File: src/design/mic_pkg.sv
//////////////////////////////////////////////////////////////////////////////
// Purpose: constants and types for the motion interrupt control block
// Assumes: 25 MHz system clock, byte-wide register port
// Notes:   offsets are byte addresses of the register port
//////////////////////////////////////////////////////////////////////////////
package mic_pkg;
	// register offsets
	localparam logic [7:0] ADDR_STATUS_LOW  = 8'h2C;
	localparam logic [7:0] ADDR_STATUS_HIGH = 8'h2D;
	localparam logic [7:0] ADDR_EN_LOW      = 8'h40;
	localparam logic [7:0] ADDR_EN_HIGH     = 8'h41;
	localparam logic [7:0] ADDR_PIN_CFG     = 8'h42;
	localparam logic [7:0] ADDR_PULSE_LEN   = 8'h43;
	localparam logic [7:0] ADDR_ANGLE_CFG   = 8'h44;
	localparam logic [7:0] ADDR_BLOCK_MODE  = 8'h45;
	localparam logic [7:0] ADDR_LIMIT_LOW   = 8'h46;
	localparam logic [7:0] ADDR_LIMIT_HIGH  = 8'h47;
	localparam logic [7:0] REG_RESET        = 8'h00;
	// pin configuration fields
	localparam int CFG_POL_TWO  = 7;
	localparam int CFG_AUTO_ONE = 6;
	localparam int CFG_POL_ONE  = 5;
	localparam int CFG_CLR_ANY  = 4;
	localparam int CFG_DRV_TWO  = 2;
	localparam int CFG_DRV_ONE  = 0;
	// low enable / status bits
	localparam int EV_LOW_ACCEL  = 7;
	localparam int EV_HIGH_ACCEL = 6;
	localparam int EV_INACTIVE   = 5;
	localparam int EV_ACTIVE     = 4;
	localparam int EV_DOUBLE_TAP = 3;
	localparam int EV_SINGLE_TAP = 2;
	localparam int EV_FLAT       = 1;
	localparam int EV_ORIENT     = 0;
	// high enable / status bits
	localparam int EV_SIG_MOTION = 4;
	localparam int EV_BUFFER_FILL_THRESHOLD  = 3;
	localparam int EV_ROT_READY  = 2;
	localparam int EV_LIN_READY  = 1;
	localparam int EV_FREE_FALL  = 0;
	localparam int HIGH_EVENTS   = 5;
	// orientation configuration fields
	localparam int ANGLE_UPDOWN_OFF = 6;
	localparam int THETA_MSB        = 5;
	localparam int BLOCK_MODE_LSB   = 2;
	localparam int ORIENT_MODE_LSB  = 0;
	// two-bit encodings
	localparam logic [1:0] DRV_NONE    = 2'h0;
	localparam logic [1:0] DRV_OPEN    = 2'h2;
	localparam logic [1:0] BLK_NONE    = 2'h0;
	localparam logic [1:0] BLK_ACCEL   = 2'h1;
	localparam logic [1:0] BLK_SLOPE_L = 2'h2;
	localparam logic [1:0] BLK_SLOPE_H = 2'h3;
	localparam logic [1:0] MODE_HIGH   = 2'h1;
	localparam logic [1:0] MODE_LOW    = 2'h2;
	// slope limits as fractions of the 1.5g limit: 0.2g = 2/15, 0.4g = 4/15
	localparam int SLOPE_LOW_NUM  = 2;
	localparam int SLOPE_HIGH_NUM = 4;
	localparam int LIMIT_DEN      = 15;
	// timing
	localparam int CLOCK_HZ  = 25_000_000;
	localparam int TICK_HZ   = 512;
	localparam int STABLE_MS = 100;
	localparam int TICK_CYCLES_DEF   = CLOCK_HZ / TICK_HZ;
	localparam int STABLE_CYCLES_DEF = (CLOCK_HZ / 1000) * STABLE_MS;
	// types
	typedef struct packed {
		logic [7:0]             low;
		logic [HIGH_EVENTS-1:0] high;
	} mic_events_s;
	typedef struct packed {
		logic out;
		logic oe;
	} mic_pin_s;
	typedef enum logic [1:0] {ORIENT_SYM, ORIENT_HIGH_ASYM, ORIENT_LOW_ASYM} mic_orient_e;
	typedef enum logic {PULSE_IDLE, PULSE_ON} mic_pulse_e;
endpackage

File: src/design/mic_motion_interrupt_control.sv
//////////////////////////////////////////////////////////////////////////////
// Purpose: event latching, interrupt pin control and orientation blocking
// Assumes: events and sensor figures come from logic on i_clock
// Notes:   both pins show the same latched status; pin one may auto-clear
//          slope limits are fixed fractions of the 1.5g word, truncated
//          orientation stability is counted in system clock cycles
//////////////////////////////////////////////////////////////////////////////
// Operation
// - low enable bits gate low-g, high-g, inactivity, activity, taps, flat, orientation.
// - high enable bit 4 significant motion, bit 3 buffer_fill_threshold; bits 7..5 reserved.
// - high enable bit 2 rotation data ready, bit 1 linear data ready.
// - high enable bit 0 gates the free-fall event.
// - config bit 7 set makes pin two active low.
// - config bit 5 taken as pin one polarity, set means active low.
// - config bit 6 makes pin one a timed pulse, else held until status read.
// - config bit 4 lets any register read clear status, else status reads only.
// - config bits 3..2 pick pin two driver: none, push-pull, open drain.
// - config bits 1..0 pick pin one driver with the same encoding.
// - pin one pulse ends when a 512 Hz count reaches the length value.
// - angle config bit 6 suppresses up/down orientation events.
// - six-bit theta serves both flat detection and orientation blocking.
// - blocking mode 01 blocks on theta or acceleration above 1.5g.
// - mode 10 also blocks on slope above 0.2g.
// - mode 11 blocks on slope above 0.4g, 1.5g, theta, or unstable 100 ms.
// - orientation mode 00/11 symmetrical, 01 high-asym, 10 low-asym.
// - the 1.5g limit is a sixteen-bit value in two byte registers.
//////////////////////////////////////////////////////////////////////////////
`timescale 1ns/1ns
module mic_motion_interrupt_control
	import mic_pkg::*;
#(
	parameter int TICK_CYCLES   = TICK_CYCLES_DEF,
	parameter int STABLE_CYCLES = STABLE_CYCLES_DEF
) (
	// clock and reset
	input  wire logic        i_clock,
	input  wire logic        i_nrst,
	// register port
	input  wire logic [7:0]  i_reg_addr,
	input  wire logic [7:0]  i_reg_wdata,
	input  wire logic        i_reg_wr,
	input  wire logic        i_reg_rd,
	output logic      [7:0]  o_reg_rdata,
	// event detectors
	input  mic_events_s      i_events,
	input  wire logic        i_orient_updown,
	input  wire logic [2:0]  i_orient_value,
	input  wire logic [5:0]  i_tilt_angle,
	input  wire logic [15:0] i_accel_peak,
	input  wire logic [15:0] i_slope_peak,
	// orientation decision mode
	output mic_orient_e      o_orient_mode,
	// interrupt pins
	output logic             o_int_pin_one_out,
	output logic             o_int_pin_one_oe,
	output logic             o_int_pin_two_out,
	output logic             o_int_pin_two_oe
);
	localparam int TICK_W   = $clog2(TICK_CYCLES + 1);
	localparam int STABLE_W = $clog2(STABLE_CYCLES + 1);
	localparam logic [TICK_W-1:0]   TICK_LAST  = TICK_W'(TICK_CYCLES - 1);
	localparam logic [STABLE_W-1:0] STABLE_END = STABLE_W'(STABLE_CYCLES);

	// configuration registers
	logic [7:0]              event_enable_low;
	logic [HIGH_EVENTS-1:0]  event_enable_high;
	logic [7:0]              interrupt_pin_config;
	logic [7:0]              pin_one_pulse_length;
	logic [7:0]              orientation_angle_config;
	logic [7:0]              orientation_block_mode;
	logic [15:0]             accel_limit;
	// status and event qualification
	mic_events_s             status;
	mic_events_s             raised;
	mic_events_s             set_now;
	logic                    clear_now;
	// orientation blocking
	logic                    angle_cond;
	logic                    over_accel;
	logic                    over_slope_low;
	logic                    over_slope_high;
	logic                    block_now;
	logic [18:0]             slope_low_lim;
	logic [18:0]             slope_high_lim;
	logic [2:0]              orient_prev;
	logic [STABLE_W-1:0]     stable_count;
	logic                    stable;
	// pulse timing
	logic [TICK_W-1:0]       tick_count;
	logic                    tick;
	logic [7:0]              pulse_count;
	mic_pulse_e              pulse_state;
	// pin drive
	logic                    pending;
	logic                    active_one;
	mic_pin_s                pin_one;
	mic_pin_s                pin_two;
	logic [1:0]              block_mode;
	logic [1:0]              orient_field;

	// maps driver mode, activity and polarity to a pin drive
	function automatic mic_pin_s drive_pin(input logic [1:0] mode, input logic active, input logic pol_low);
		mic_pin_s p;
		logic     lvl;
		lvl = active ^ pol_low;
		p.out = 1'b0;
		p.oe = 1'b0;
		if (mode == DRV_OPEN) begin
			p.oe = ~lvl; // only ever pulls low
		end else if (mode != DRV_NONE) begin
			p.out = lvl;
			p.oe = 1'b1;
		end
		return p;
	endfunction

	//////////////////////////////////////////////////////////////////////////
	// register writes
	// reserved bits are dropped on the way in, so they read back zero
	// unmapped offsets, status included, are ignored
	always_ff @(posedge i_clock) begin
		if (!i_nrst) begin
			event_enable_low <= REG_RESET;
			event_enable_high <= HIGH_EVENTS'(REG_RESET);
			interrupt_pin_config <= REG_RESET;
			pin_one_pulse_length <= REG_RESET;
			orientation_angle_config <= REG_RESET;
			orientation_block_mode <= REG_RESET;
			accel_limit <= {REG_RESET, REG_RESET};
		end else if (i_reg_wr) begin
			unique case (i_reg_addr)
				ADDR_EN_LOW:     event_enable_low <= i_reg_wdata;
				ADDR_EN_HIGH:    event_enable_high <= i_reg_wdata[HIGH_EVENTS-1:0];
				ADDR_PIN_CFG:    interrupt_pin_config <= i_reg_wdata;
				ADDR_PULSE_LEN:  pin_one_pulse_length <= i_reg_wdata;
				ADDR_ANGLE_CFG:  orientation_angle_config <= {1'b0, i_reg_wdata[6:0]};
				ADDR_BLOCK_MODE: orientation_block_mode <= {4'h0, i_reg_wdata[3:0]};
				ADDR_LIMIT_LOW:  accel_limit[7:0] <= i_reg_wdata;
				ADDR_LIMIT_HIGH: accel_limit[15:8] <= i_reg_wdata;
				default: ;
			endcase
		end
	end

	// register reads, answered on the edge after the strobe
	// reads never touch status here; the status process clears it
	always_ff @(posedge i_clock) begin
		if (!i_nrst) begin
			o_reg_rdata <= REG_RESET;
		end else if (i_reg_rd) begin
			unique case (i_reg_addr)
				ADDR_STATUS_LOW:  o_reg_rdata <= status.low;
				ADDR_STATUS_HIGH: o_reg_rdata <= {3'h0, status.high};
				ADDR_EN_LOW:      o_reg_rdata <= event_enable_low;
				ADDR_EN_HIGH:     o_reg_rdata <= {3'h0, event_enable_high}; // reserved read zero
				ADDR_PIN_CFG:     o_reg_rdata <= interrupt_pin_config;
				ADDR_PULSE_LEN:   o_reg_rdata <= pin_one_pulse_length;
				ADDR_ANGLE_CFG:   o_reg_rdata <= orientation_angle_config;
				ADDR_BLOCK_MODE:  o_reg_rdata <= orientation_block_mode;
				ADDR_LIMIT_LOW:   o_reg_rdata <= accel_limit[7:0];
				ADDR_LIMIT_HIGH:  o_reg_rdata <= accel_limit[15:8];
				default:          o_reg_rdata <= REG_RESET;
			endcase
		end
	end

	//////////////////////////////////////////////////////////////////////////
	// orientation blocking conditions
	// slope limits scale the 1.5g word by 2/15 and 4/15, truncated
	// 19-bit products so the scaling never wraps
	assign block_mode = orientation_block_mode[BLOCK_MODE_LSB+1:BLOCK_MODE_LSB];
	assign angle_cond = i_tilt_angle < orientation_angle_config[THETA_MSB:0];
	assign over_accel = i_accel_peak > accel_limit;
	assign slope_low_lim = 19'((19'(accel_limit) * 19'(SLOPE_LOW_NUM)) / 19'(LIMIT_DEN));
	assign slope_high_lim = 19'((19'(accel_limit) * 19'(SLOPE_HIGH_NUM)) / 19'(LIMIT_DEN));
	assign over_slope_low = 19'(i_slope_peak) > slope_low_lim;
	assign over_slope_high = 19'(i_slope_peak) > slope_high_lim;
	assign stable = stable_count == STABLE_END;

	always_comb begin
		unique case (block_mode)
			BLK_NONE:    block_now = 1'b0;
			BLK_ACCEL:   block_now = angle_cond | over_accel;
			BLK_SLOPE_L: block_now = angle_cond | over_slope_low | over_accel;
			BLK_SLOPE_H: block_now = angle_cond | over_slope_high | over_accel | ~stable;
		endcase
	end

	// counts how long the orientation value has held still
	// saturates at the end count so a long hold never wraps to unstable
	always_ff @(posedge i_clock) begin
		if (!i_nrst) begin
			orient_prev <= 3'h0;
			stable_count <= '0;
		end else begin
			orient_prev <= i_orient_value;
			if (i_orient_value != orient_prev) begin
				stable_count <= '0;
			end else if (!stable) begin
				stable_count <= stable_count + STABLE_W'(1);
			end
		end
	end

	//////////////////////////////////////////////////////////////////////////
	// qualified events and status latching
	// flat needs the tilt under theta; orientation may be held back
	always_comb begin
		raised = i_events;
		raised.low[EV_ORIENT] = i_events.low[EV_ORIENT] & ~block_now
			& ~(orientation_angle_config[ANGLE_UPDOWN_OFF] & i_orient_updown);
		raised.low[EV_FLAT] = i_events.low[EV_FLAT] & angle_cond;
		set_now.low = raised.low & event_enable_low;
		set_now.high = raised.high & event_enable_high;
	end

	// status reads always clear; any read clears under the policy bit
	assign clear_now = i_reg_rd & (interrupt_pin_config[CFG_CLR_ANY]
		| i_reg_addr == ADDR_STATUS_LOW | i_reg_addr == ADDR_STATUS_HIGH);

	// a set in the clearing cycle survives
	// so an event landing on the host's read is never lost
	always_ff @(posedge i_clock) begin
		if (!i_nrst) begin
			status <= '0;
		end else if (clear_now) begin
			status <= set_now;
		end else begin
			status <= status | set_now;
		end
	end

	//////////////////////////////////////////////////////////////////////////
	// 512 Hz tick for pulse timing
	// free running: the first tick of a pulse may come early, so a pulse
	// may fall up to one tick period short of length times the tick
	always_ff @(posedge i_clock) begin
		if (!i_nrst) begin
			tick_count <= '0;
			tick <= 1'b0;
		end else begin
			tick <= tick_count == TICK_LAST;
			tick_count <= (tick_count == TICK_LAST) ? '0 : tick_count + TICK_W'(1);
		end
	end

	// pin one pulse, restarted by every new latched event
	// the count is compared before it steps, so length 0 gives one cycle
	always_ff @(posedge i_clock) begin
		if (!i_nrst) begin
			pulse_state <= PULSE_IDLE;
			pulse_count <= 8'h00;
		end else if (set_now != '0) begin
			pulse_state <= PULSE_ON;
			pulse_count <= 8'h00;
		end else begin
			unique case (pulse_state)
				PULSE_IDLE: pulse_count <= 8'h00;
				PULSE_ON: begin
					if (pulse_count == pin_one_pulse_length) begin
						pulse_state <= PULSE_IDLE;
					end else if (tick) begin
						pulse_count <= pulse_count + 8'h01;
					end
				end
			endcase
		end
	end

	//////////////////////////////////////////////////////////////////////////
	// pin drive
	// both pins share one pending flag; only pin one can pulse
	// open drain only ever sinks, push-pull drives both levels
	assign pending = status != '0;
	assign active_one = interrupt_pin_config[CFG_AUTO_ONE] ? pulse_state == PULSE_ON : pending;
	assign pin_one = drive_pin(interrupt_pin_config[CFG_DRV_ONE+1:CFG_DRV_ONE], active_one,
		interrupt_pin_config[CFG_POL_ONE]);
	assign pin_two = drive_pin(interrupt_pin_config[CFG_DRV_TWO+1:CFG_DRV_TWO], pending,
		interrupt_pin_config[CFG_POL_TWO]);
	assign orient_field = orientation_block_mode[ORIENT_MODE_LSB+1:ORIENT_MODE_LSB];

	// registered pin and mode outputs
	// registered so a config write never glitches the pins
	always_ff @(posedge i_clock) begin
		if (!i_nrst) begin
			o_int_pin_one_out <= 1'b0;
			o_int_pin_one_oe <= 1'b0;
			o_int_pin_two_out <= 1'b0;
			o_int_pin_two_oe <= 1'b0;
			o_orient_mode <= ORIENT_SYM;
		end else begin
			o_int_pin_one_out <= pin_one.out;
			o_int_pin_one_oe <= pin_one.oe;
			o_int_pin_two_out <= pin_two.out;
			o_int_pin_two_oe <= pin_two.oe;
			unique case (orient_field)
				MODE_HIGH: o_orient_mode <= ORIENT_HIGH_ASYM;
				MODE_LOW:  o_orient_mode <= ORIENT_LOW_ASYM;
				default:   o_orient_mode <= ORIENT_SYM;
			endcase
		end
	end
endmodule // mic_motion_interrupt_control

File: config.mk
export PLATFORM = sky130hd
export DESIGN_NAME = mic_motion_interrupt_control
export DESIGN_NICKNAME = d
export VERILOG_FILES = /design/src/design/mic_pkg.sv /design/src/design/mic_motion_interrupt_control.sv
export SDC_FILE = /design/constraint.sdc
export NUM_CORES = 1
export LEC_CHECK = 0
export BUFFER_PORTS_ARGS = -buffer_cell sky130_fd_sc_hd__buf_2
export CAP_MARGIN = 0
export CORE_MARGIN = 2
export CORE_UTILIZATION = 50
export DETAILED_ROUTE_END_ITERATION = 8
export PLACE_DENSITY = 0.67
export SLEW_MARGIN = 20
export SYNTH_ARGS = -nofsm -noshare
export SYNTH_HDL_FRONTEND = slang
export SYNTH_SLANG_ARGS = --single-unit
File: constraint.sdc
create_clock -name i_clock -period 15.2 [get_ports i_clock]
set_clock_uncertainty 0.15 [all_clocks]
set_input_delay 0.76 -clock i_clock [delete_from_list [all_inputs] [get_ports i_clock]]
set_output_delay 0.76 -clock i_clock [all_outputs]
set_load 0.01 [all_outputs]
==> qor.csv, run 1 <==
metric;value;unit
place_congestion;0.935;
synth_seq_area_share;0.220;
yosysMostFrequentCell;nand2_1;
rows;57;
cp_slowest_cell;or4b_2;
synth.distinct_cells;113;
layout-drive-gt1-share;0.125;
area_delta_synth_final;9.95;%
worstSetupEndpointType;flop;
cts_tree;done;
reg2reg_depth;57;
yosysTopAreaCellShare;0.220;
finalCriticalPeriod;14.01;ns
clk_path_buf_depth;2;
r2r_end;pulse_count[7];
dp_cells;1959;
total_leakage_power;4.92;nW
antenna_left;0;
reg2reg_slack;1.19;ns
grt_max_degree;92;
syn_nets;1746;
dp_slack;0.815;ns
postRouteWirelength;38200;um
min-delay-start;orientation_block_mode[0];
reg2reg_from;accel_limit[12];
crit_fanout;23;
max_stage_delay;0.70;ns
grt_pass1_vias;11900;
fin_ws;1.19;ns
viasPerCell;6.42;
ys_top_cells_by_count;nand2_1 (158), dfxtp_1 (134), nor2_1 (134);
insertion_delay;0.41;ns
die_w;160;um
overflow;0;
ys_warn_count;0;
yosys-top-cells-area;dfxtp_1 (22%), ha_1 (6.1%), nand3_1 (4.9%);
synth-async-reset-ratio;0;
final_cells;1993;
synth-seq-cells;134;
routedWlPerCell;19.2;um
port_buffers;88;
synth-edff-count;0;
cts.clk_slew.worst_paths;0.06;ns
grtUsageTotal;0.290;
min_to;o_orient_mode[1];
holdPathStages;1;
route.vias.total;12800;
hp-class;reg2reg;
drtIter0Drc;1220;
crit_top_cell;o21ai_0;
synthCells;1612;
cap_violations;0;
clock-sinks;134;
grt_pass1_wl;61300;um
setup_violations;0;
syn_area_per_cell;7.57;um2
ir_drop;0.0000833;V
clock-root-buffer;clkbuf_16;
status;finished, final reports clean;
numCtsBuffers;17;
hpwl;28600;um
min_period_over_period;0.922;
hold_viol_final;0;
antenna_found_initial;1;
worstSetupPathType;reg2reg;
maxSlewHeadroom;0.312;
utilization;0.556;
synth_area;12200;um2
drtPass1Iterations;6;
crit_required;15.34;ns
layout.nets;1788;
die_area;25700;um2
synthFlopType;dfxtp_1;
start_util;0.506;
fmax;0.0714;GHz
cellPowerDensity;61.3;nW/um2
drv_slew;0;
drc;0;
setup_tns;0;ns
h-tree-depth;4;
die_h;160;um
timing_worst_slew_pin_value;1.03;ns
io_pins;89;
yosysTopAreaCell;dfxtp_1;
core;24100;um2
start_kind;flop;
rsz0062_at_grt;no;
critPathArrivalTime;14.15;ns
state kept, by name, indices dropped and copies added, names as in the netlist, 2 cells and up:
name / cells
o_reg_rdata: 8
pulse_count: 8
orient_prev: 3
tick_count: 16
interrupt_pin_config: 8
status: 13
event_enable_low: 8
orientation_block_mode: 4
o_orient_mode: 2
event_enable_high: 5
accel_limit: 16
orientation_angle_config: 7
pin_one_pulse_length: 8
stable_count: 22
worst max-delay path: cells and delay by family, from the launching register on:
family / cells / cell delay (ns)
AOI/OAI and AO/OA: 27 / 6.25
and+or+nand+nor: 22 / 4.72
muxes: 2 / 0.78
DFF: 1 / 0.60
adders and majority gates: 2 / 0.59
xor gates and xnor gates: 2 / 0.55
buffers and inverters: 2 / 0.20
layer usage:
metal  wire length, um  track usage
met1             16300        0.374
met2             17800        0.483
met3              2460       0.0382
met4              1690        0.137
met5                 0            0
final cells by class:
cell class,count,area (um2)
well taps,324,405
flip-flops and latches,134,2690
fillers,2358,10700
inverters,50,188
diodes,2,5.00
clock buffers,20,457
repair buffers,101,538
multi-input cells,1350,9010
clock inverters,12,119
placed cells by master (no fill, tap or decap), types with 22 or more instances in the layout:
cell and count:
buf_2 88, dfxtp_1 131, a21oi_1 83, o21a_1 25
xnor2_1 40, mux2i_1 28, inv_1 41, and3_1 32
xor2_1 41, nor2_1 133, ha_1 58, a21boi_0 65
nand2_1 158, nor2b_1 35, nor3_1 35, nand4_1 31
a22oi_1 22, nand3_1 120, o21ai_0 60
worst max path at each step:
stage	startpoint	cells after the start	slack, ns	endpoint
after global placement	accel_limit[12]	57	1.31	pulse_count[3]
after CTS	accel_limit[12]	57	0.75	pulse_count[7]
after floorplan	accel_limit[12]	60	3.73	pulse_count[0]
after detailed placement	accel_limit[12]	57	0.82	pulse_count[7]
final	accel_limit[12]	57	1.19	pulse_count[7]
after global routing	accel_limit[12]	57	0.06	pulse_count[7]
cells by family after synthesis:
group | share of synthesized area
AO/OA/AOI/OAI | 0.300
multiplexers | 0.0313
buffers and inverters | 0.0430
XOR/XNOR | 0.0582
flip-flops | 0.220
other | 0.000307
AND/OR/NAND/NOR | 0.281
adder cells (fa/ha/maj) | 0.0663
through the flow:
| stage | hold WS [ns] | total power, W | area, um2 |
|---|---|---|---|
| floorplan | 0.268 | 0.000405 | 12200 |
| detailed placement | 0.294 | 0.000432 | 12800 |
| global route | 0.331 | 0.000849 | 13400 |
| CTS | 0.302 | 0.000825 | 13400 |
| global placement | 0.284 | 0.000431 | 12800 |
| finish | 0.297 | 0.000822 | 13400 |
repair_timing:
item	4_1_cts	5_1_grt
setup buffers	0	0
hold buffers	0	0
setup endpoints to repair	0	10
gates resized for setup	0	8
power breakdown:
group	internal (W)	switching, W
Sequential	0.000353	0.00000124
Combinational	0.0000302	0.0000407
Clock	0.000236	0.000162
Total	0.000619	0.000203
No activity file was read; power rests on OpenSTA's default activity.
==> run 2, diff against run 1 <==
--- a/config.mk
+++ b/config.mk
@@ -10,6 +10,7 @@
 export CORE_MARGIN = 2
 export CORE_UTILIZATION = 50
 export DETAILED_ROUTE_END_ITERATION = 8
+export HOLD_SLACK_MARGIN = 0.1
 export PLACE_DENSITY = 0.67
 export SLEW_MARGIN = 20
 export SYNTH_ARGS = -nofsm -noshare
==> constraint.sdc (replaced) <==
create_clock -name i_clock -period 14 [get_ports i_clock]
set_clock_uncertainty 0.15 [all_clocks]
set_input_delay 0.7 -clock i_clock [delete_from_list [all_inputs] [get_ports i_clock]]
set_output_delay 0.7 -clock i_clock [all_outputs]
set_load 0.01 [all_outputs]
==> run 2 against run 1 <==
Net effect:
- utilization rose by 1.0 points
- sequential share of layout area is 0.40 points lower
- critical path depth down 2
- hold slack worse by 0.0026 ns
- flip-flop and latch count unchanged
- critical path type unchanged
- critical endpoint is now pulse_count[6]
- largest cell class unchanged
==> qor.csv, run 2 (synthesized netlist as in run 1, its figures left out) <==
metric;value;unit;change
core;24100;um2;unchanged
hpwl;29200;um;+1.9%
reg_top3;stable_count: 22 flops, accel_limit: 16 flops, tick_count: 16 flops;;
antenna_left;0;;unchanged
p_switching;0.000228;W;+12%
finalCriticalPeriod;12.96;ns;-1.05 ns
hp-class;reg2reg;;
final_cell_mix;nand2_1 (158), dfxtp_1 (134), nor2_1 (133);;
hold_viol_final;0;;unchanged
maxSlewHeadroom;0.282;;-0.0301
h-tree-depth;4;;unchanged
cp_top_family;simple AND/OR/NAND/NOR gates;;
rows;57;;unchanged
critPathArrivalTime;13.11;ns;-1.04 ns
io_pins;89;;unchanged
intPower;0.000706;W;+14%
dpl_cell_area;12900;um2;+0.76%
final_common_cell;nand2_1;;
ir_drop;0.0000905;V;+8.7%
start_util;0.506;;unchanged
area_delta_synth_final;12.0;%;
start_kind;flop;;
crit_required;14.15;ns;-1.19 ns
setup_violations;0;;unchanged
crit_fanout;12;;-48%
cp_num_buf_inv;3;;+1
die_h;160;um;unchanged
cts_hold_buf;0;;unchanged
worstSetupPathType;reg2reg;;
fmax;0.0772;GHz;+8.1%
die_area;25700;um2;unchanged
grtUsageTotal;0.292;;+0.00196
cts.clk_slew.worst_paths;0.06;ns;about the same
drv_slew;0;;unchanged
grt_pass1_vias;12200;;+3.1%
fin_ws;1.04;ns;-0.146 ns
power_frac_seq;0.411;;-0.020
layout.nets;1802;;+0.78%
insertion_delay;0.42;ns;about the same
dp_slack;0.637;ns;-0.178 ns
layout-drive-gt1-share;0.137;;+0.0114
port_buffers;88;;unchanged
cts_tree;done;;
cellPowerDensity;68.4;nW/um2;+12%
route.vias.total;12900;;+1.0%
p_clk_frac;0.506;;+0.023
overflow;0;;unchanged
viasPerCell;6.44;;+0.23%
cap_violations;0;;unchanged
postRouteWirelength;38400;um;+0.47%
antenna_found_initial;5;;+4
crit_top_cell;o21ai_0;;
status;finished, final reports clean;;
clk_path_buf_depth;2;;unchanged
min_period_over_period;0.926;;+0.00373
largest-register;stable_count;;
cp_slowest_cell;or4b_2;;
drtIter0Drc;1259;;+3.2%
grt_pass1_wl;61900;um;+1.1%
drc;0;;unchanged
die_w;160;um;unchanged
worstSetupEndpointType;flop;;
max_stage_delay;0.61;ns;-0.09 ns
place_congestion;0.950;;+1.6%
sw_frac_of_total;0.244;;-0.00329
timing_worst_slew_pin_value;1.07;ns;+0.0443 ns
clock-root-buffer;clkbuf_16;;
numCtsBuffers;17;;unchanged
fin_area;13700;um2;+1.9%
drtPass1Iterations;7;;+1
p_total;0.000935;W;+14%
routedWlPerCell;19.1;um;-0.33%
clock-sinks;134;;unchanged
largest_reg_flops;22;;unchanged
total_leakage_power;5.04;nW;+2.5%
grt_max_degree;92;;unchanged
pwr-share-comb;0.083;;-0.003
-- run 2: what timing repair did --
| item | 4_1_cts | 5_1_grt |
|---|---|---|
| setup endpoints to repair | 0 | 10 |
| gates resized for setup | 0 | 20 |
| setup buffers | 0 | 1 |
-- run 2: cell type report --
type                    count  area (um2)
multi-input cells        1350        9100
diodes                      4        10.0
clock inverters            14         190
flip-flops and latches    134        2680
fillers                  2313       10400
repair buffers            115         643
clock buffers              18         439
inverters                  50         188
well taps                 324         405
-- run 2: worst paths after layout --
check | from | to | slack (ns) | cells past startpoint
hold / removal | tick_count[0] | tick_count[0] | 0.29 | 1
setup reg to reg | accel_limit[13] | pulse_count[6] | 1.04 | 55
hold reg to reg | tick_count[0] | tick_count[0] | 0.29 | 1
setup / recovery | accel_limit[13] | pulse_count[6] | 1.04 | 55
-- run 2: per-layer routing --
metal  vias to the layer above  wire length [um]  track usage  part of all wire
met3                       120              2810       0.0436             0.073
met1                      6031             16000        0.366              0.42
met2                       603             18000        0.492              0.47
li1                       6178                 -            -                 -
met5                         -                10            0           0.00026
met4                         2              1600        0.144             0.042
-- run 2: through the flow --
stage | cells | util | TNS, ns | hold slack, ns
floorplan | 1612 | - | 0 | 0.268
global placement | 1972 | 0.535 | 0 | 0.281
detailed placement | 1972 | 0.535 | 0 | 0.288
CTS | 2004 | 0.561 | 0 | 0.302
global route | 2008 | 0.567 | -0.139 | 0.331
finish | 2009 | 0.567 | 0 | 0.295
-- run 2: power by group through the flow --
stage               clock network (W)  registers [W]  logic [W]
floorplan                           0       0.000392  0.0000475
global placement                    0       0.000392  0.0000757
detailed placement                  0       0.000392  0.0000767
CTS                          0.000478       0.000384  0.0000771
global route                 0.000494       0.000384  0.0000864
finish                       0.000473       0.000384  0.0000780
